===== src/ddrpd_pkg.sv =====
// constants, command codes and helpers for the ddr2 precharge/refresh/power-down core
// assumes one 10 MHz system clock and pins already synchronous to it
package ddrpd_pkg;
    localparam int CLK_PERIOD_NS = 100;
    localparam int T_RP_NS = 15;
    localparam int T_RFC_NS = 128;
    localparam int T_CKE_CYC = 3;
    localparam int BANKS = 4;
    localparam int CNT_W = 8;
    // {cs, ras, cas, we}
    localparam logic [3:0] ENC_MRS = 4'h0;
    localparam logic [3:0] ENC_REF = 4'h1;
    localparam logic [3:0] ENC_PRE = 4'h2;
    localparam logic [3:0] ENC_ACT = 4'h3;
    localparam logic [3:0] ENC_WR = 4'h4;
    localparam logic [3:0] ENC_RD = 4'h5;
    localparam logic [3:0] ENC_NOP = 4'h7;

    typedef enum logic [2:0] {
        CMD_DSL, CMD_NOP, CMD_ACT, CMD_PRE, CMD_RD, CMD_WR, CMD_MRS, CMD_REF
    } ddrpd_cmd_t;

    typedef enum logic [2:0] {
        ST_RUN, ST_REFRESH, ST_PD_PRE, ST_PD_ACT, ST_SELF
    } ddrpd_state_t;

    // least time rounds up, never below one cycle
    function automatic int cyc_up(input int t_ns);
        int c;
        c = (t_ns + CLK_PERIOD_NS - 1) / CLK_PERIOD_NS;
        return (c < 1) ? 1 : c;
    endfunction : cyc_up

    localparam int T_RP_CYC = cyc_up(T_RP_NS);
    localparam int T_RFC_CYC = cyc_up(T_RFC_NS);

    function automatic ddrpd_cmd_t ddrpd_decode(input logic [3:0] pins);
        ddrpd_cmd_t c;
        c = CMD_NOP;
        if (pins[3]) begin
            c = CMD_DSL;
        end else begin
            unique case (pins)
                ENC_MRS: c = CMD_MRS;
                ENC_REF: c = CMD_REF;
                ENC_PRE: c = CMD_PRE;
                ENC_ACT: c = CMD_ACT;
                ENC_WR: c = CMD_WR;
                ENC_RD: c = CMD_RD;
                default: c = CMD_NOP;
            endcase
        end
        return c;
    endfunction : ddrpd_decode
endpackage : ddrpd_pkg


===== src/ddrpd_bank.sv =====
// one bank's row state, auto-precharge delay and precharge-period timer
// assumes command pulses are already qualified by the decoder
`timescale 1ns/1ps
module ddrpd_bank
    import ddrpd_pkg::*;
#(
    parameter int RD_AP_DLY = 2,
    parameter int WR_AP_DLY = 6,
    parameter int TRP_CYC = 1
) (
    // clock and reset
    input wire logic clk_sys_i,
    input wire logic rst_b_i,
    // qualified commands
    input wire logic act_i,
    input wire logic pre_i,
    input wire logic rd_ap_i,
    input wire logic wr_ap_i,
    // state
    output logic open_o,
    output logic prech_o
);
    if (RD_AP_DLY < 1 || WR_AP_DLY < 1 || TRP_CYC < 1 || WR_AP_DLY >= 2**CNT_W) begin : g_chk
        $error("ddrpd_bank: delay out of range");
    end

    logic [CNT_W-1:0] ap_cnt_r;
    logic [CNT_W-1:0] rp_cnt_r;
    logic ap_fire;

    assign ap_fire = (ap_cnt_r == CNT_W'(1));

    always_ff @(posedge clk_sys_i or negedge rst_b_i) begin
        if (!rst_b_i) begin
            ap_cnt_r <= '0;
        end else if (rd_ap_i) begin
            ap_cnt_r <= CNT_W'(RD_AP_DLY);
        end else if (wr_ap_i) begin
            ap_cnt_r <= CNT_W'(WR_AP_DLY);
        end else if (pre_i) begin
            ap_cnt_r <= '0;
        end else if (ap_cnt_r != '0) begin
            ap_cnt_r <= ap_cnt_r - CNT_W'(1);
        end
    end

    always_ff @(posedge clk_sys_i or negedge rst_b_i) begin
        if (!rst_b_i) begin
            open_o <= 1'b0;
        end else if (pre_i || ap_fire) begin
            open_o <= 1'b0;
        end else if (act_i) begin
            open_o <= 1'b1;
        end
    end

    // a later precharge restarts the period rather than stacking on it
    always_ff @(posedge clk_sys_i or negedge rst_b_i) begin
        if (!rst_b_i) begin
            rp_cnt_r <= '0;
            prech_o <= 1'b0;
        end else if (pre_i || ap_fire) begin
            rp_cnt_r <= CNT_W'(TRP_CYC);
            prech_o <= 1'b1;
        end else if (rp_cnt_r != '0) begin
            rp_cnt_r <= rp_cnt_r - CNT_W'(1);
            prech_o <= (rp_cnt_r != CNT_W'(1));
        end
    end

    property p_rp_len;
        @(posedge clk_sys_i) disable iff (!rst_b_i)
        (pre_i && TRP_CYC == 1) |=> prech_o ##1 (!prech_o || $past(pre_i) || $past(ap_fire));
    endproperty
    a_rp_len: assert property (p_rp_len) else $error("precharge period length wrong");
endmodule : ddrpd_bank


===== src/ddrpd_core.sv =====
// command decode, bank tracking, refresh and power-down state of the memory device
// assumes the controller drives pins synchronous to clk_sys_i and keeps its own spacing
`timescale 1ns/1ps
module ddrpd_core
    import ddrpd_pkg::*;
#(
    parameter int AL = 0,
    parameter int WL = 2,
    parameter int BL = 4,
    parameter int WR = 2,
    parameter bit FAST_EXIT = 1'b1,
    parameter int ROW_W = 13
) (
    // clock and reset
    input wire logic clk_sys_i,
    input wire logic rst_b_i,
    // command pins
    input wire logic cke_i,
    input wire logic cs_b_i,
    input wire logic ras_b_i,
    input wire logic cas_b_i,
    input wire logic we_b_i,
    input wire logic a10_i,
    input wire logic [1:0] ba_i,
    // bank state
    output logic [BANKS-1:0] bank_open_o,
    output logic [BANKS-1:0] bank_prech_o,
    // mode register write
    output logic mrs_wr_o,
    output logic [1:0] mrs_sel_o,
    // refresh
    output logic refresh_busy_o,
    output logic [ROW_W-1:0] refresh_addr_o,
    // power state
    output logic pd_prech_o,
    output logic pd_act_o,
    output logic self_ref_o,
    output logic dll_on_o,
    output logic in_buf_en_o,
    // activity and errors
    output logic burst_busy_o,
    output logic cmd_err_o
);
    // refuse settings the burst and counter logic cannot serve
    if ((BL != 4 && BL != 8) || AL < 0 || WL < 1 || WR < 1 || ROW_W < 1) begin : g_chk
        $error("ddrpd_core: unsupported parameter");
    end

    localparam int RD_AP_DLY = AL + BL / 2;
    localparam int WR_AP_DLY = WL + BL / 2 + WR;
    localparam logic [CNT_W-1:0] BURST_CYC = CNT_W'(BL / 2);
    localparam logic [CNT_W-1:0] RFC_CYC = CNT_W'(T_RFC_CYC);

    ddrpd_state_t st_r;
    ddrpd_state_t st_nxt;
    ddrpd_cmd_t cmd;
    logic cke_prev_r;
    logic [CNT_W-1:0] burst_cnt_r;
    logic [CNT_W-1:0] rfc_cnt_r;
    logic [BANKS-1:0] open_w;
    logic [BANKS-1:0] prech_w;
    logic [BANKS-1:0] act_v;
    logic [BANKS-1:0] pre_v;
    logic [BANKS-1:0] rdap_v;
    logic [BANKS-1:0] wrap_v;
    logic nopdsl;
    logic take;
    logic cke_fall;
    logic cke_rise;
    logic bank_idle;
    logic burst_on;
    logic mrs_run_r;
    logic ref_take;
    logic rw_take;
    logic rw_block;
    logic err_nxt;

    assign cmd = ddrpd_decode({cs_b_i, ras_b_i, cas_b_i, we_b_i});
    assign nopdsl = (cmd == CMD_NOP) || (cmd == CMD_DSL);
    assign cke_fall = cke_prev_r && !cke_i;
    assign cke_rise = !cke_prev_r && cke_i;
    assign take = (st_r == ST_RUN) && cke_prev_r && cke_i;
    assign bank_idle = (open_w == '0) && (prech_w == '0);
    assign burst_on = (burst_cnt_r != '0);
    // short bursts run to their end; a new column command would cut them
    assign rw_block = burst_on && (BL == 4);
    assign rw_take = take && (cmd == CMD_RD || cmd == CMD_WR) && !rw_block
        && open_w[ba_i];
    assign ref_take = take && (cmd == CMD_REF) && bank_idle;

    // per-bank command qualification
    always_comb begin
        act_v = '0;
        pre_v = '0;
        rdap_v = '0;
        wrap_v = '0;
        for (int b = 0; b < BANKS; b++) begin
            if (take && ba_i == 2'(b)) begin
                act_v[b] = (cmd == CMD_ACT) && !open_w[b] && !prech_w[b];
                rdap_v[b] = rw_take && (cmd == CMD_RD) && a10_i;
                wrap_v[b] = rw_take && (cmd == CMD_WR) && a10_i;
            end
            // back-to-back precharges are always taken
            pre_v[b] = take && (cmd == CMD_PRE) && (a10_i || ba_i == 2'(b));
        end
    end

    for (genvar g = 0; g < BANKS; g++) begin : g_bank
        ddrpd_bank #(
            .RD_AP_DLY(RD_AP_DLY),
            .WR_AP_DLY(WR_AP_DLY),
            .TRP_CYC(T_RP_CYC)
        ) u_bank (
            .clk_sys_i(clk_sys_i),
            .rst_b_i(rst_b_i),
            .act_i(act_v[g]),
            .pre_i(pre_v[g]),
            .rd_ap_i(rdap_v[g]),
            .wr_ap_i(wrap_v[g]),
            .open_o(open_w[g]),
            .prech_o(prech_w[g])
        );
    end

    assign bank_open_o = open_w;
    assign bank_prech_o = prech_w;

    // power and refresh state
    always_comb begin
        st_nxt = st_r;
        unique case (st_r)
            ST_RUN: begin
                if (cke_fall && cmd == CMD_REF && bank_idle) begin
                    st_nxt = ST_SELF;
                end else if (cke_fall && nopdsl) begin
                    st_nxt = (open_w == '0) ? ST_PD_PRE : ST_PD_ACT;
                end else if (ref_take) begin
                    st_nxt = ST_REFRESH;
                end
            end
            ST_REFRESH: begin
                if (rfc_cnt_r == CNT_W'(1)) begin
                    st_nxt = ST_RUN;
                end
            end
            ST_PD_PRE, ST_PD_ACT, ST_SELF: begin
                if (cke_rise && nopdsl) begin
                    st_nxt = ST_RUN;
                end
            end
            default: st_nxt = ST_RUN;
        endcase
    end

    always_ff @(posedge clk_sys_i or negedge rst_b_i) begin
        if (!rst_b_i) begin
            st_r <= ST_RUN;
            cke_prev_r <= 1'b0;
        end else begin
            st_r <= st_nxt;
            cke_prev_r <= cke_i;
        end
    end

    // power outputs follow the next state so they line up with st_r
    always_ff @(posedge clk_sys_i or negedge rst_b_i) begin
        if (!rst_b_i) begin
            pd_prech_o <= 1'b0;
            pd_act_o <= 1'b0;
            self_ref_o <= 1'b0;
            dll_on_o <= 1'b1;
            in_buf_en_o <= 1'b1;
        end else begin
            pd_prech_o <= (st_nxt == ST_PD_PRE);
            pd_act_o <= (st_nxt == ST_PD_ACT);
            self_ref_o <= (st_nxt == ST_SELF);
            dll_on_o <= (st_nxt == ST_RUN) || (st_nxt == ST_REFRESH)
                || (st_nxt == ST_PD_ACT && FAST_EXIT);
            in_buf_en_o <= (st_nxt == ST_RUN) || (st_nxt == ST_REFRESH);
        end
    end

    // refresh timing and internal row counter
    always_ff @(posedge clk_sys_i or negedge rst_b_i) begin
        if (!rst_b_i) begin
            rfc_cnt_r <= '0;
            refresh_busy_o <= 1'b0;
            refresh_addr_o <= '0;
        end else begin
            if (st_r == ST_RUN && st_nxt == ST_REFRESH) begin
                rfc_cnt_r <= RFC_CYC;
                refresh_busy_o <= 1'b1;
                refresh_addr_o <= refresh_addr_o + ROW_W'(1);
            end else if (rfc_cnt_r != '0) begin
                rfc_cnt_r <= rfc_cnt_r - CNT_W'(1);
                refresh_busy_o <= (rfc_cnt_r != CNT_W'(1));
            end
        end
    end

    // burst length tracking; long bursts may be restarted by a new column command
    always_ff @(posedge clk_sys_i or negedge rst_b_i) begin
        if (!rst_b_i) begin
            burst_cnt_r <= '0;
            burst_busy_o <= 1'b0;
        end else if (rw_take) begin
            burst_cnt_r <= BURST_CYC;
            burst_busy_o <= 1'b1;
        end else if (burst_on) begin
            burst_cnt_r <= burst_cnt_r - CNT_W'(1);
            burst_busy_o <= (burst_cnt_r != CNT_W'(1));
        end
    end

    always_ff @(posedge clk_sys_i or negedge rst_b_i) begin
        if (!rst_b_i) begin
            mrs_wr_o <= 1'b0;
            mrs_sel_o <= 2'h0;
            mrs_run_r <= 1'b0;
        end else begin
            mrs_wr_o <= take && (cmd == CMD_MRS) && bank_idle;
            mrs_run_r <= take && (cmd == CMD_MRS);
            if (take && cmd == CMD_MRS) begin
                mrs_sel_o <= ba_i;
            end
        end
    end

    // illegal sequences are flagged for one cycle; a clock enable fall during a burst or mode write still enters power-down,
    // a mode write refused for a busy bank still loads mrs_sel_o, the rest are ignored
    always_comb begin
        err_nxt = 1'b0;
        if (take && cmd == CMD_REF && !bank_idle) begin
            err_nxt = 1'b1;
        end
        if (take && (cmd == CMD_RD || cmd == CMD_WR) && (rw_block || !open_w[ba_i])) begin
            err_nxt = 1'b1;
        end
        if (take && cmd == CMD_ACT && (open_w[ba_i] || prech_w[ba_i])) begin
            err_nxt = 1'b1;
        end
        if (take && cmd == CMD_MRS && !bank_idle) begin
            err_nxt = 1'b1;
        end
        if (st_r == ST_RUN && cke_fall && (burst_on || mrs_run_r)) begin
            err_nxt = 1'b1;
        end
        if (st_r == ST_RUN && cke_fall && !nopdsl && !(cmd == CMD_REF && bank_idle)) begin
            err_nxt = 1'b1;
        end
    end

    always_ff @(posedge clk_sys_i or negedge rst_b_i) begin
        if (!rst_b_i) begin
            cmd_err_o <= 1'b0;
        end else begin
            cmd_err_o <= err_nxt;
        end
    end

    property p_pd_entry;
        @(posedge clk_sys_i) disable iff (!rst_b_i)
        (st_r == ST_RUN && cke_prev_r && !cke_i && nopdsl)
            |=> ((st_r == ST_PD_PRE) == $past(open_w == '0)) && (pd_prech_o || pd_act_o);
    endproperty
    a_pd_entry: assert property (p_pd_entry) else $error("power-down entry wrong");

    property p_pd_hold;
        @(posedge clk_sys_i) disable iff (!rst_b_i)
        (st_r == ST_PD_PRE && !cke_i) |=> (st_r == ST_PD_PRE) && !in_buf_en_o && !dll_on_o;
    endproperty
    a_pd_hold: assert property (p_pd_hold) else $error("precharge power-down not held");

    property p_pd_exit;
        @(posedge clk_sys_i) disable iff (!rst_b_i)
        ((st_r == ST_PD_PRE || st_r == ST_PD_ACT) && !cke_prev_r && cke_i && nopdsl)
            |=> st_r == ST_RUN && in_buf_en_o && dll_on_o;
    endproperty
    a_pd_exit: assert property (p_pd_exit) else $error("power-down exit wrong");

    property p_dll_act;
        @(posedge clk_sys_i) disable iff (!rst_b_i)
        (st_r == ST_PD_ACT) |-> (dll_on_o == FAST_EXIT) && !in_buf_en_o;
    endproperty
    a_dll_act: assert property (p_dll_act) else $error("dll state in active power-down");

    property p_ref_addr;
        @(posedge clk_sys_i) disable iff (!rst_b_i)
        ref_take |=> refresh_busy_o && refresh_addr_o == $past(refresh_addr_o) + ROW_W'(1);
    endproperty
    a_ref_addr: assert property (p_ref_addr) else $error("refresh row not advanced");

    property p_ref_idle;
        @(posedge clk_sys_i) disable iff (!rst_b_i)
        (take && cmd == CMD_REF && !bank_idle) |=> cmd_err_o && !refresh_busy_o;
    endproperty
    a_ref_idle: assert property (p_ref_idle) else $error("refresh taken while busy");

    property p_self;
        @(posedge clk_sys_i) disable iff (!rst_b_i)
        (st_r == ST_RUN && cke_fall && cmd == CMD_REF && bank_idle)
            |=> self_ref_o && !refresh_busy_o;
    endproperty
    a_self: assert property (p_self) else $error("self refresh not entered");

    property p_bl4;
        @(posedge clk_sys_i) disable iff (!rst_b_i)
        (take && cmd == CMD_RD && rw_block) |=> cmd_err_o && $stable(burst_cnt_r) == 1'b0
            && burst_cnt_r == $past(burst_cnt_r) - CNT_W'(1);
    endproperty
    a_bl4: assert property (p_bl4) else $error("short burst interrupted");

    property p_pre_b2b;
        @(posedge clk_sys_i) disable iff (!rst_b_i)
        (take && cmd == CMD_PRE) ##1 (take && cmd == CMD_PRE && a10_i)
            |=> &prech_w && !cmd_err_o;
    endproperty
    a_pre_b2b: assert property (p_pre_b2b) else $error("back-to-back precharge refused");

    property p_mrs_sel;
        @(posedge clk_sys_i) disable iff (!rst_b_i)
        (take && cmd == CMD_MRS && bank_idle) |=> mrs_wr_o && mrs_sel_o == $past(ba_i);
    endproperty
    a_mrs_sel: assert property (p_mrs_sel) else $error("mode register select wrong");

    property p_decode;
        @(posedge clk_sys_i) disable iff (!rst_b_i)
        (take && !cs_b_i && !ras_b_i && cas_b_i && we_b_i && !open_w[ba_i] && !prech_w[ba_i])
            |=> bank_open_o[$past(ba_i)];
    endproperty
    a_decode: assert property (p_decode) else $error("activate not decoded");
endmodule : ddrpd_core


===== config.mk =====
export PLATFORM = sky130hd
export DESIGN_NAME = ddrpd_core
export DESIGN_NICKNAME = d
export VERILOG_FILES = /design/src/ddrpd_pkg.sv /design/src/ddrpd_bank.sv /design/src/ddrpd_core.sv
export SDC_FILE = /design/constraint.sdc
export NUM_CORES = 1
export LEC_CHECK = 0
export ABC_AREA = 1
export BUFFER_PORTS_ARGS = -buffer_cell sky130_fd_sc_hd__buf_2
export CAP_MARGIN = 30
export CORE_AREA = 4 4 85 146
export DETAILED_ROUTE_END_ITERATION = 6
export DIE_AREA = 0 0 89 150
export PLACE_DENSITY_LB_ADDON = 0.1
export SLEW_MARGIN = 10
export SYNTH_ARGS = -nofsm -noshare
export SYNTH_HDL_FRONTEND = slang
export SYNTH_SLANG_ARGS = --single-unit
export TNS_END_PERCENT = 50

===== constraint.sdc =====
create_clock -name clk_sys_i -period 2 [get_ports clk_sys_i]
set_input_delay 0.3 -clock clk_sys_i [delete_from_list [all_inputs] [get_ports clk_sys_i]]
set_output_delay 0.3 -clock clk_sys_i [all_outputs]
set_load 0.05 [all_outputs]

==> reports/results.ini, run 1 <==
[detailed_routing]
viasPerCell = 5.47
drt_iter0_drc = 305
wl_per_cell_um = 14.0
via_count = 5556
ant_nets = 0
dr.pass1.iters = 5
drt-total-wl_mm = 14.2
drcViolationCount = 0

[floorplanning]
die_area_um2 = 13400
core-area_um2 = 11200
ios = 42
initial_core_util_pct = 58.8
die_y_um = 150
die_w_um = 89
num_rows = 51

[power_and_ir_drop]
ir_drop_uv = 1010
p_per_area_nw_per_um2 = 1380
p_leak_nw = 3.80

[timing]
final-setup-viol-count = 0
period_share_pct = 92.6
holdWs_ns = 0.0419
final-hold-violation-count = 0
fin_crit_ns = 1.85
tightest_slew_ns = 0.553
layout_setup_ws_ns = 0.147
finalSetupTns_ns = 0
maxSlewViolCount = 0
fmaxAchievable_mhz = 540
maxSlewHeadroom_pct = 62.8
fin_skew_ns = 0.00520

[synth]
synth_area_um2 = 6570
netlist_instances = 811
synth_edf_count = 0
syn_area_per_cell_um2 = 8.10
synth_nets = 842
yosysSeqAreaShare_pct = 44.6
yosysUniqueCellTypes = 46
synthFlopType = dfrtp_1
yosysWarningCount = 0
synth-async-reset-ratio_pct = 100
ys_ff_latch = 117

[placed_design]
dpl_cell_area_um2 = 6950
gp_congestion = 0.907
hpwlAfterDp_mm = 10.7
dp_slack_ns = 0.136
numPortBuffers = 41

[setup_path]
critPathCaptureType = flip-flop
crit_top_cell = nand2_1
crit_slowest_cell = dfrtp_1
worstPathCellList = inv_1 > nand4_1 > nor2_4 > nand3_4 > inv_2 > nand2_1 > nor2_1 > nand2_1 > xor2_1
critPathMaxFanout = 8
crit_type = flip-flop to flip-flop
reg2regPathDepth = 9
cp_top_family = simple AND/OR/NAND/NOR gates
rr_startpoint = g_bank[3].u_bank.prech_o$_DFFE_PN0P_
r2r_slack_ns = 0.15
start_kind = flip-flop
r2r-end = refresh_addr_o[8]$_DFFE_PN0P_
critPathBufInv = 2
cp_data_arrival_time_ns = 2.15
cp.required_ns = 2.29
max_stage_delay_ns = 0.42

[status]
status = complete, no violations

[grt]
grt_pass1_vias = 5723
grt_pass1_wl_mm = 24.7
grt_max_degree = 53
grt_overflow = 0
antenna_found_initial = 0
grt_usage_pct = 23.3

[flow_run]
drv_cap = 0

[hold_path]
hold_end = cke_prev_r$_DFF_PN0_
hold_class = input port to flip-flop
min_from = cke_i
min_path_cells = 1

[cells_and_area]
final_cell_mix = 135 x nand2_1, 123 x inv_1, 115 x dfrtp_1
num-nets-final = 902
fillCellCount = 909
final_common_cell = nand2_1
multi_input_area_um2 = 3120
final_area_um2 = 7580
drive_gt1_share_pct = 14.4
diodes = 0
syn2layout_area_growth_pct = 15.4
regArea_um2 = 2930

[clock_tree]
cts.clk_slew.worst_paths_ns = 0.05
cts_max_level = 4
numCtsBuffers = 17
clockBufferDepth = 2
cts_root_buffer = clkbuf_16
tritoncts = built
cts_num_sinks = 117
clkLatencyLatePin_ns = 0.41

## per-stage QoR
| stage | total power, W | utilization, % | std cells |
|---|---|---|---|
| finish | 0.0104 | 67.9 | 1016 |
| CTS | 0.0105 | 67.6 | 1015 |
| global placement | 0.00719 | 62.2 | 982 |
| floorplan | 0.00656 | - | 811 |
| detailed placement | 0.00740 | 62.2 | 982 |
| global route | 0.0113 | 67.9 | 1016 |
## timing repair
item / CTS / global route
resized for setup: 0 / 7
hold endpoints to repair: 20 / 0
hold buffers: 1 / 0
endpoints found under the setup margin: 0 / 12
buffers inserted: 0 / 1
## report_power, final
part	internal, W	switching (W)
Sequential	0.00327	0.000752
Clock	0.00198	0.00103
Combinational	0.00133	0.00209
## routing by layer
metal	up-vias	GRT usage [%]	share of wire, %
met5	-	0	0
met3	36	4.85	3.7
met2	122	42.7	55
met4	0	9.76	2.5
met1	2654	25.1	39
li1	2744	-	-
## state kept, by name (all words and copies together) (netlist names)
register and flops:
burst_busy_o 1, burst_cnt_r 8, cke_prev_r 1, cmd_err_o 1
dll_on_o 1, g_bank.u_bank.ap_cnt_r 32, g_bank.u_bank.open_o 4, g_bank.u_bank.prech_o 4
g_bank.u_bank.rp_cnt_r 32, in_buf_en_o 1, mrs_run_r 1, mrs_sel_o 2
mrs_wr_o 1, pd_act_o 1, pd_prech_o 1, refresh_addr_o 13
refresh_busy_o 1, rfc_cnt_r 8, self_ref_o 1, st_r 3
## how the worst max path moves through the flow
stage	startpoint	endpoint	cells past startpoint
CTS	g_bank[2].u_bank.ap_cnt_r[0]$_DFFE_PN0P_	g_bank[2].u_bank.ap_cnt_r[5]$_DFFE_PN0P_	10
finish	g_bank[3].u_bank.prech_o$_DFFE_PN0P_	refresh_addr_o[8]$_DFFE_PN0P_	9
detailed placement	burst_cnt_r[0]$_DFFE_PN0P_	g_bank[1].u_bank.ap_cnt_r[2]$_DFFE_PN0P_	9
global placement	g_bank[3].u_bank.open_o$_DFFE_PN0P_	refresh_addr_o[8]$_DFFE_PN0P_	9
global route	g_bank[2].u_bank.ap_cnt_r[0]$_DFFE_PN0P_	g_bank[2].u_bank.ap_cnt_r[5]$_DFFE_PN0P_	10
floorplan	g_bank[2].u_bank.ap_cnt_r[0]$_DFFE_PN0P_	g_bank[2].u_bank.ap_cnt_r[5]$_DFFE_PN0P_	10
## kinds of logic after synthesis
kind of cell	share of synthesized area, %
DFF	44.6
adders and majority gates	4.00
and+or+nand+nor	27.7
xor gates and xnor gates	5.20
AOI/OAI and AO/OA	10.3
buffers and inverters	8.23
## Yosys cell counts (all sizes together) (6+ instances only)
master	count	share of area, %
a21oi	39	3.0
buf	9	1.0
dfrtp	115	44
ha	21	4.0
inv	126	7.2
nand2	143	8.6
nand3	53	4.7
nand4	18	1.7
nor2	127	8.3
nor3	28	2.6
nor4	6	0.57
o211ai	11	1.8
o21ai	44	3.4
or2	7	0.67
xnor2	10	1.3
xor2	29	3.9
## cell type report
cell class | instances | share of cell area (%)
multi-input cells | 559 | 41.2
clock inverters | 10 | 1.72
repair buffers | 50 | 4.00
well taps | 132 | 2.18
clock buffers | 22 | 5.99
inverters | 126 | 6.24
flip-flops and latches | 117 | 38.7
## worst reg2reg max path, stage by stage (launching register included)
cell     delay [ns]
dfrtp_1        0.42
inv_1          0.13
nand4_1        0.22
nor2_4         0.21
nand3_4        0.16
inv_2          0.12
nand2_1        0.09
nor2_1         0.15
nand2_1        0.09
xor2_1         0.15
No activity file was read; power rests on OpenSTA's default activity.
==> inputs of run 2 (changes only) <==
CTS_CLUSTER_DIAMETER = 60   (was not set)
clock period = 1.8 ns   (was 2 ns; I/O delays follow)
==> run 2 against run 1 <==
  * Sequential share of layout area decreased by 2.1 points
  * Via count rose by 4.2%
  * Clock skew increased by 0.0011 ns
  * Wire length rose by 11%
  * Worst hold slack gained 0.18 ns
  * Combinational power rose by 22%
  * Power is 13% higher
  * Sequential cell count is the same
  * Die area unchanged
  * Critical path depth is the same
  * Critical path type unchanged
  * Critical endpoint is now g_bank[2].u_bank.ap_cnt_r[2]$_DFFE_PN0P_
  * Largest cell class unchanged
  * Largest power group unchanged
  * Highest routed layer unchanged
==> reports/results.ini, run 2 (synthesis results as in run 1) <==
[clock_tree]
cts.clk_slew.worst_paths_ns = 0.05
clkLatencyLatePin_ns = 0.41
clockBufferDepth = 2
tritoncts = built
cts_num_sinks = 117
cts_max_level = 4
numCtsBuffers = 17
cts_root_buffer = clkbuf_16

[setup_path]
cp.required_ns = 2.14
cp_data_arrival_time_ns = 2.12
worstPathCellList = nor2_4 > nand3_4 > nor2_4 > nand3_4 > nor2_8 > o211ai_4 > nand2_4 > nor2_1 > nor2_1
crit_type = flip-flop to flip-flop
max_stage_delay_ns = 0.43
crit_slowest_cell = dfrtp_1
critPathCaptureType = flip-flop
critPathMaxFanout = 5
start_kind = flip-flop

[flow_run]
drv_cap = 0

[floorplanning]
initial_core_util_pct = 58.8
ios = 42
die_area_um2 = 13400
num_rows = 51
die_w_um = 89
die_y_um = 150
core-area_um2 = 11200

[detailed_routing]
drt_iter0_drc = 361
wl_per_cell_um = 15.0
ant_nets = 0
dr.pass1.iters = 5
via_count = 5790
drt-total-wl_mm = 15.8
drcViolationCount = 0
viasPerCell = 5.49

[grt]
grt_pass1_wl_mm = 26.3
antenna_found_initial = 0
grt_overflow = 0
grt_pass1_vias = 5940
grt_max_degree = 42
grt_usage_pct = 25.1

[cells_and_area]
final_cell_mix = 132 x nand2_1, 116 x inv_1, 115 x dfrtp_1
final_common_cell = nand2_1
drive_gt1_share_pct = 21.0
diodes = 0
num-nets-final = 940
largestRegisters = g_bank.u_bank.ap_cnt_r: 32 flops, g_bank.u_bank.rp_cnt_r: 32 flops, refresh_addr_o: 13 flops
syn2layout_area_growth_pct = 21.9
fillCellCount = 861

[timing]
rsz0062_at_grt = true
final-hold-violation-count = 0
maxSlewViolCount = 0
fin_crit_ns = 1.78
period_share_pct = 98.9
maxSlewHeadroom_pct = 63.9
holdWs_ns = 0.225
final-setup-viol-count = 0
tightest_slew_ns = 0.542
fmaxAchievable_mhz = 562
fin_skew_ns = 0.00633

[placed_design]
gp_congestion = 0.954
numPortBuffers = 41
hpwlAfterDp_mm = 11.6

[power_and_ir_drop]
p_leak_nw = 3.97
ir_drop_uv = 979
p_per_area_nw_per_um2 = 1480
power_w = 0.0118

[hold_path]
hold_class = input port to flip-flop

[status]
status = complete, no violations

[run 2: path summary, 6_finish.rpt]
path	from	to	slack, ns	depth (start not counted)
setup reg to reg	st_r[1]$_DFF_PN0_	g_bank[2].u_bank.ap_cnt_r[2]$_DFFE_PN0P_	0.02	9
min in group asynchronous	rst_b_i	refresh_addr_o[7]$_DFFE_PN0P_	0.40	2
hold / removal	cas_b_i	mrs_run_r$_DFF_PN0_	0.22	3
hold reg to reg	refresh_addr_o[12]$_DFFE_PN0P_	refresh_addr_o[12]$_DFFE_PN0P_	0.48	1
max in group asynchronous	rst_b_i	g_bank[0].u_bank.ap_cnt_r[5]$_DFFE_PN0P_	0.77	3
setup / recovery	st_r[1]$_DFF_PN0_	g_bank[2].u_bank.ap_cnt_r[2]$_DFFE_PN0P_	0.02	9
[run 2: stage by stage]
step	cell area, um^2	TNS, ns	setup WS [ns]	util (%)	cells
after global placement	7140	0	0.0202	63.9	1007
after global routing	8000	-0.835	-0.0881	71.7	1054
after CTS	7720	0	0.0100	69.2	1041
after floorplan	6570	0	0.152	-	811
final	8000	0	0.0207	71.7	1054
after detailed placement	7140	0	0.00406	63.9	1007
[run 2: cell type report]
type	count	area, um^2	share of cell area (%)
clock buffers	23	488	6.10
clock inverters	9	77.6	0.969
inverters	126	473	5.91
multi-input cells	560	3290	41.1
flip-flops and latches	117	2930	36.6
well taps	132	165	2.06
repair buffers	87	583	7.29
[run 2: power by group]
group / switching (W) / internal (W)
Combinational: 0.00247 / 0.00170
Sequential: 0.000850 / 0.00364
Clock: 0.00115 / 0.00203
[run 2: metal layers]
metal | up-vias | wire [um] | track usage [%]
li1 | 2830 | - | -
met1 | 2764 | 5850 | 26.7
met2 | 148 | 8660 | 45.6
met3 | 48 | 649 | 5.45
met4 | 0 | 600 | 11.6
met5 | - | 0 | 0
[run 2: worst max-delay path, delay by kind of cell (launching register included)]
| kind | cells | cell delay, ns |
|---|---|---|
| and+or+nand+nor | 8 | 1.14 |
| DFF | 1 | 0.43 |
| AOI/OAI and AO/OA | 1 | 0.13 |
[run 2: timing repair]
action | CTS | global route
cloned | 0 | 1
pin swaps | 1 | 15
endpoints found under the setup margin | 3 | 60
buffers inserted | 0 | 12
gates resized for setup | 1 | 48
hold endpoints to repair | 36 | 0
hold buffers | 2 | 0
==> inputs of run 3 (changes only) <==
==> constraint.sdc (replaced) <==
create_clock -name clk_sys_i -period 1.8 [get_ports clk_sys_i]
set_input_delay 0.09 -clock clk_sys_i [delete_from_list [all_inputs] [get_ports clk_sys_i]]
set_output_delay 0.09 -clock clk_sys_i [all_outputs]
set_load 0.05 [all_outputs]
==> run 3 against run 2 <==
  * Register-to-register slack lost 0.02 ns
  * Maximum frequency shrank 0.97%
  * Sequential power about the same
  * Final cell count down 0.76%
  * Highest routed layer unchanged
==> reports/results.ini, run 3 (synthesis results as in run 1) <==
[status]
status = complete, no violations

[cells_and_area]
diodes = 0
utilization_pct = 71.9
regArea_um2 = 2930
drive_gt1_share_pct = 20.7
final_common_cell = nand2_1
multi_input_area_um2 = 3270
final_area_um2 = 8030
largestRegisters = g_bank.u_bank.ap_cnt_r: 32 flops, g_bank.u_bank.rp_cnt_r: 32 flops, refresh_addr_o: 13 flops
fillCellCount = 844
num-nets-final = 933
final_cell_mix = 130 x nand2_1, 120 x inv_1, 114 x dfrtp_1
syn2layout_area_growth_pct = 22.4

[power_and_ir_drop]
intPower_w = 0.00788
pwr-share-seq_pct = 36.4
combPwrFrac_pct = 33.3
ir_drop_uv = 1150
p_per_area_nw_per_um2 = 1540
power_w = 0.0124
p_clk_share_pct = 30.3
p_leak_nw = 3.98
switchingPower_w = 0.00450
swShare_pct = 36.3

[timing]
layout_setup_ws_ns = 0.00328
period_share_pct = 99.8
fin_crit_ns = 1.80
maxSlewViolCount = 0
maxSlewHeadroom_pct = 63.6
final-setup-viol-count = 0
fin_skew_ns = 0.00996
fmaxAchievable_mhz = 557
final-hold-violation-count = 0
rsz0062_at_grt = true
tightest_slew_ns = 0.546

[setup_path]
critPathMaxFanout = 8
rr_startpoint = st_r[1]$_DFF_PN0_
cp.required_ns = 2.10
r2r-end = g_bank[2].u_bank.ap_cnt_r[7]$_DFFE_PN0P_
critPathCaptureType = flip-flop
r2r_slack_ns = 0.003
crit_type = flip-flop to flip-flop
start_kind = flip-flop
reg2regPathDepth = 9
cp_data_arrival_time_ns = 2.10

[clock_tree]
cts_num_sinks = 117
clockBufferDepth = 2
cts_max_level = 4
numCtsBuffers = 17
tritoncts = built
cts_root_buffer = clkbuf_16
cts.clk_slew.worst_paths_ns = 0.05
clkLatencyLatePin_ns = 0.41

[grt]
grt_overflow = 0
antenna_found_initial = 0
grt_pass1_wl_mm = 25.5
grt_pass1_vias = 5891
grt_max_degree = 76
grt_usage_pct = 24.2

[detailed_routing]
met1_length_mm = 5.85
wl_per_cell_um = 14.7
dr.pass1.iters = 4
drt_iter0_drc = 317
viasPerCell = 5.48
via_count = 5727
drcViolationCount = 0
drt-total-wl_mm = 15.4
ant_nets = 0
dr_wl_met3_um = 557
top_layer = met4
routed-wl-met2_mm = 8.56

[hold_path]
hold_end = mrs_run_r$_DFF_PN0_
min_from = cas_b_i
hold_class = input port to flip-flop
min_path_cells = 3

[floorplanning]
die_area_um2 = 13400
die_y_um = 150
die_w_um = 89
core-area_um2 = 11200
ios = 42
num_rows = 51
initial_core_util_pct = 58.8

[placed_design]
numPortBuffers = 41
dp_slack_ns = -0.0371
gp_congestion = 0.880
dpl_cell_area_um2 = 7070
hpwlAfterDp_mm = 11.2

[flow_run]
drv_cap = 0

run 3: cell types whose count changed in the layout (fill, tap and decap cells not counted), sizes merged:
cell      previous run  this run
clkinv               5         1
clkinvlp             3         2
buf                 85        79
nand3               54        53
bufinv               1         5
run 3: worst max path at each step:
| stage | start | endpoint | slack [ns] | cells past startpoint |
|---|---|---|---|---|
| 2_1_floorplan | g_bank[2].u_bank.ap_cnt_r[0]$_DFFE_PN0P_ | g_bank[2].u_bank.ap_cnt_r[5]$_DFFE_PN0P_ | 0.15 | 10 |
| 3_3_place_gp | burst_cnt_r[1]$_DFFE_PN0P_ | cmd_err_o$_DFF_PN0_ | 0.01 | 9 |
| 3_5_place_dp | burst_cnt_r[1]$_DFFE_PN0P_ | cmd_err_o$_DFF_PN0_ | -0.04 | 9 |
| 4_1_cts | burst_cnt_r[1]$_DFFE_PN0P_ | g_bank[2].u_bank.ap_cnt_r[2]$_DFFE_PN0P_ | 0.0001 | 11 |
| 5_1_grt | st_r[1]$_DFF_PN0_ | g_bank[2].u_bank.ap_cnt_r[2]$_DFFE_PN0P_ | -0.08 | 9 |
| 6_report | st_r[1]$_DFF_PN0_ | g_bank[2].u_bank.ap_cnt_r[7]$_DFFE_PN0P_ | 0.003 | 9 |
run 3: routing by layer:
metal	global-route usage (%)	vias up
li1	-	2811
met1	26.5	2758
met2	43.6	123
met3	5.29	35
met4	10.3	0
met5	0	-
run 3: worst max-delay path: stages (launching register included):
cell      delay (ns)
dfrtp_2         0.44
nor2_4          0.16
nand3_4         0.15
nor2_4          0.21
nand3_4         0.13
nor2_8          0.22
o211ai_4        0.12
buf_4           0.16
inv_1           0.05
nor2_1          0.03
run 3: area by class of cell:
type	count	share of cell area (%)
repair buffers	81	6.70
inverters	126	5.89
clock inverters	8	2.12
multi-input cells	559	40.7
well taps	132	2.06
clock buffers	23	6.07
flip-flops and latches	117	36.5
run 3: stage by stage:
step                      hold WS, ns  instances  setup TNS [ns]
final                          0.0412       1046               0
after global routing           0.0516       1046          -0.667
after CTS                      0.0275       1034               0
after detailed placement        0.140       1000         -0.0371
after global placement          0.137       1000               0
after floorplan                -0.206        811               0
run 3: power by group through the flow:
stage          sequential, W  combinational, W  clock, W
3_3_place_gp         0.00442           0.00366         0
4_1_cts              0.00446           0.00390   0.00380
5_1_grt              0.00462           0.00473   0.00393
2_1_floorplan        0.00449           0.00280         0
6_report             0.00451           0.00412   0.00376
3_5_place_dp         0.00448           0.00385         0
run 3: repair_timing:
item,CTS,global route
setup buffers,1,12
hold endpoints to repair,116,0
resized for setup,1,49
setup endpoints to repair,4,55
pin swaps,1,16
hold buffers,2,0
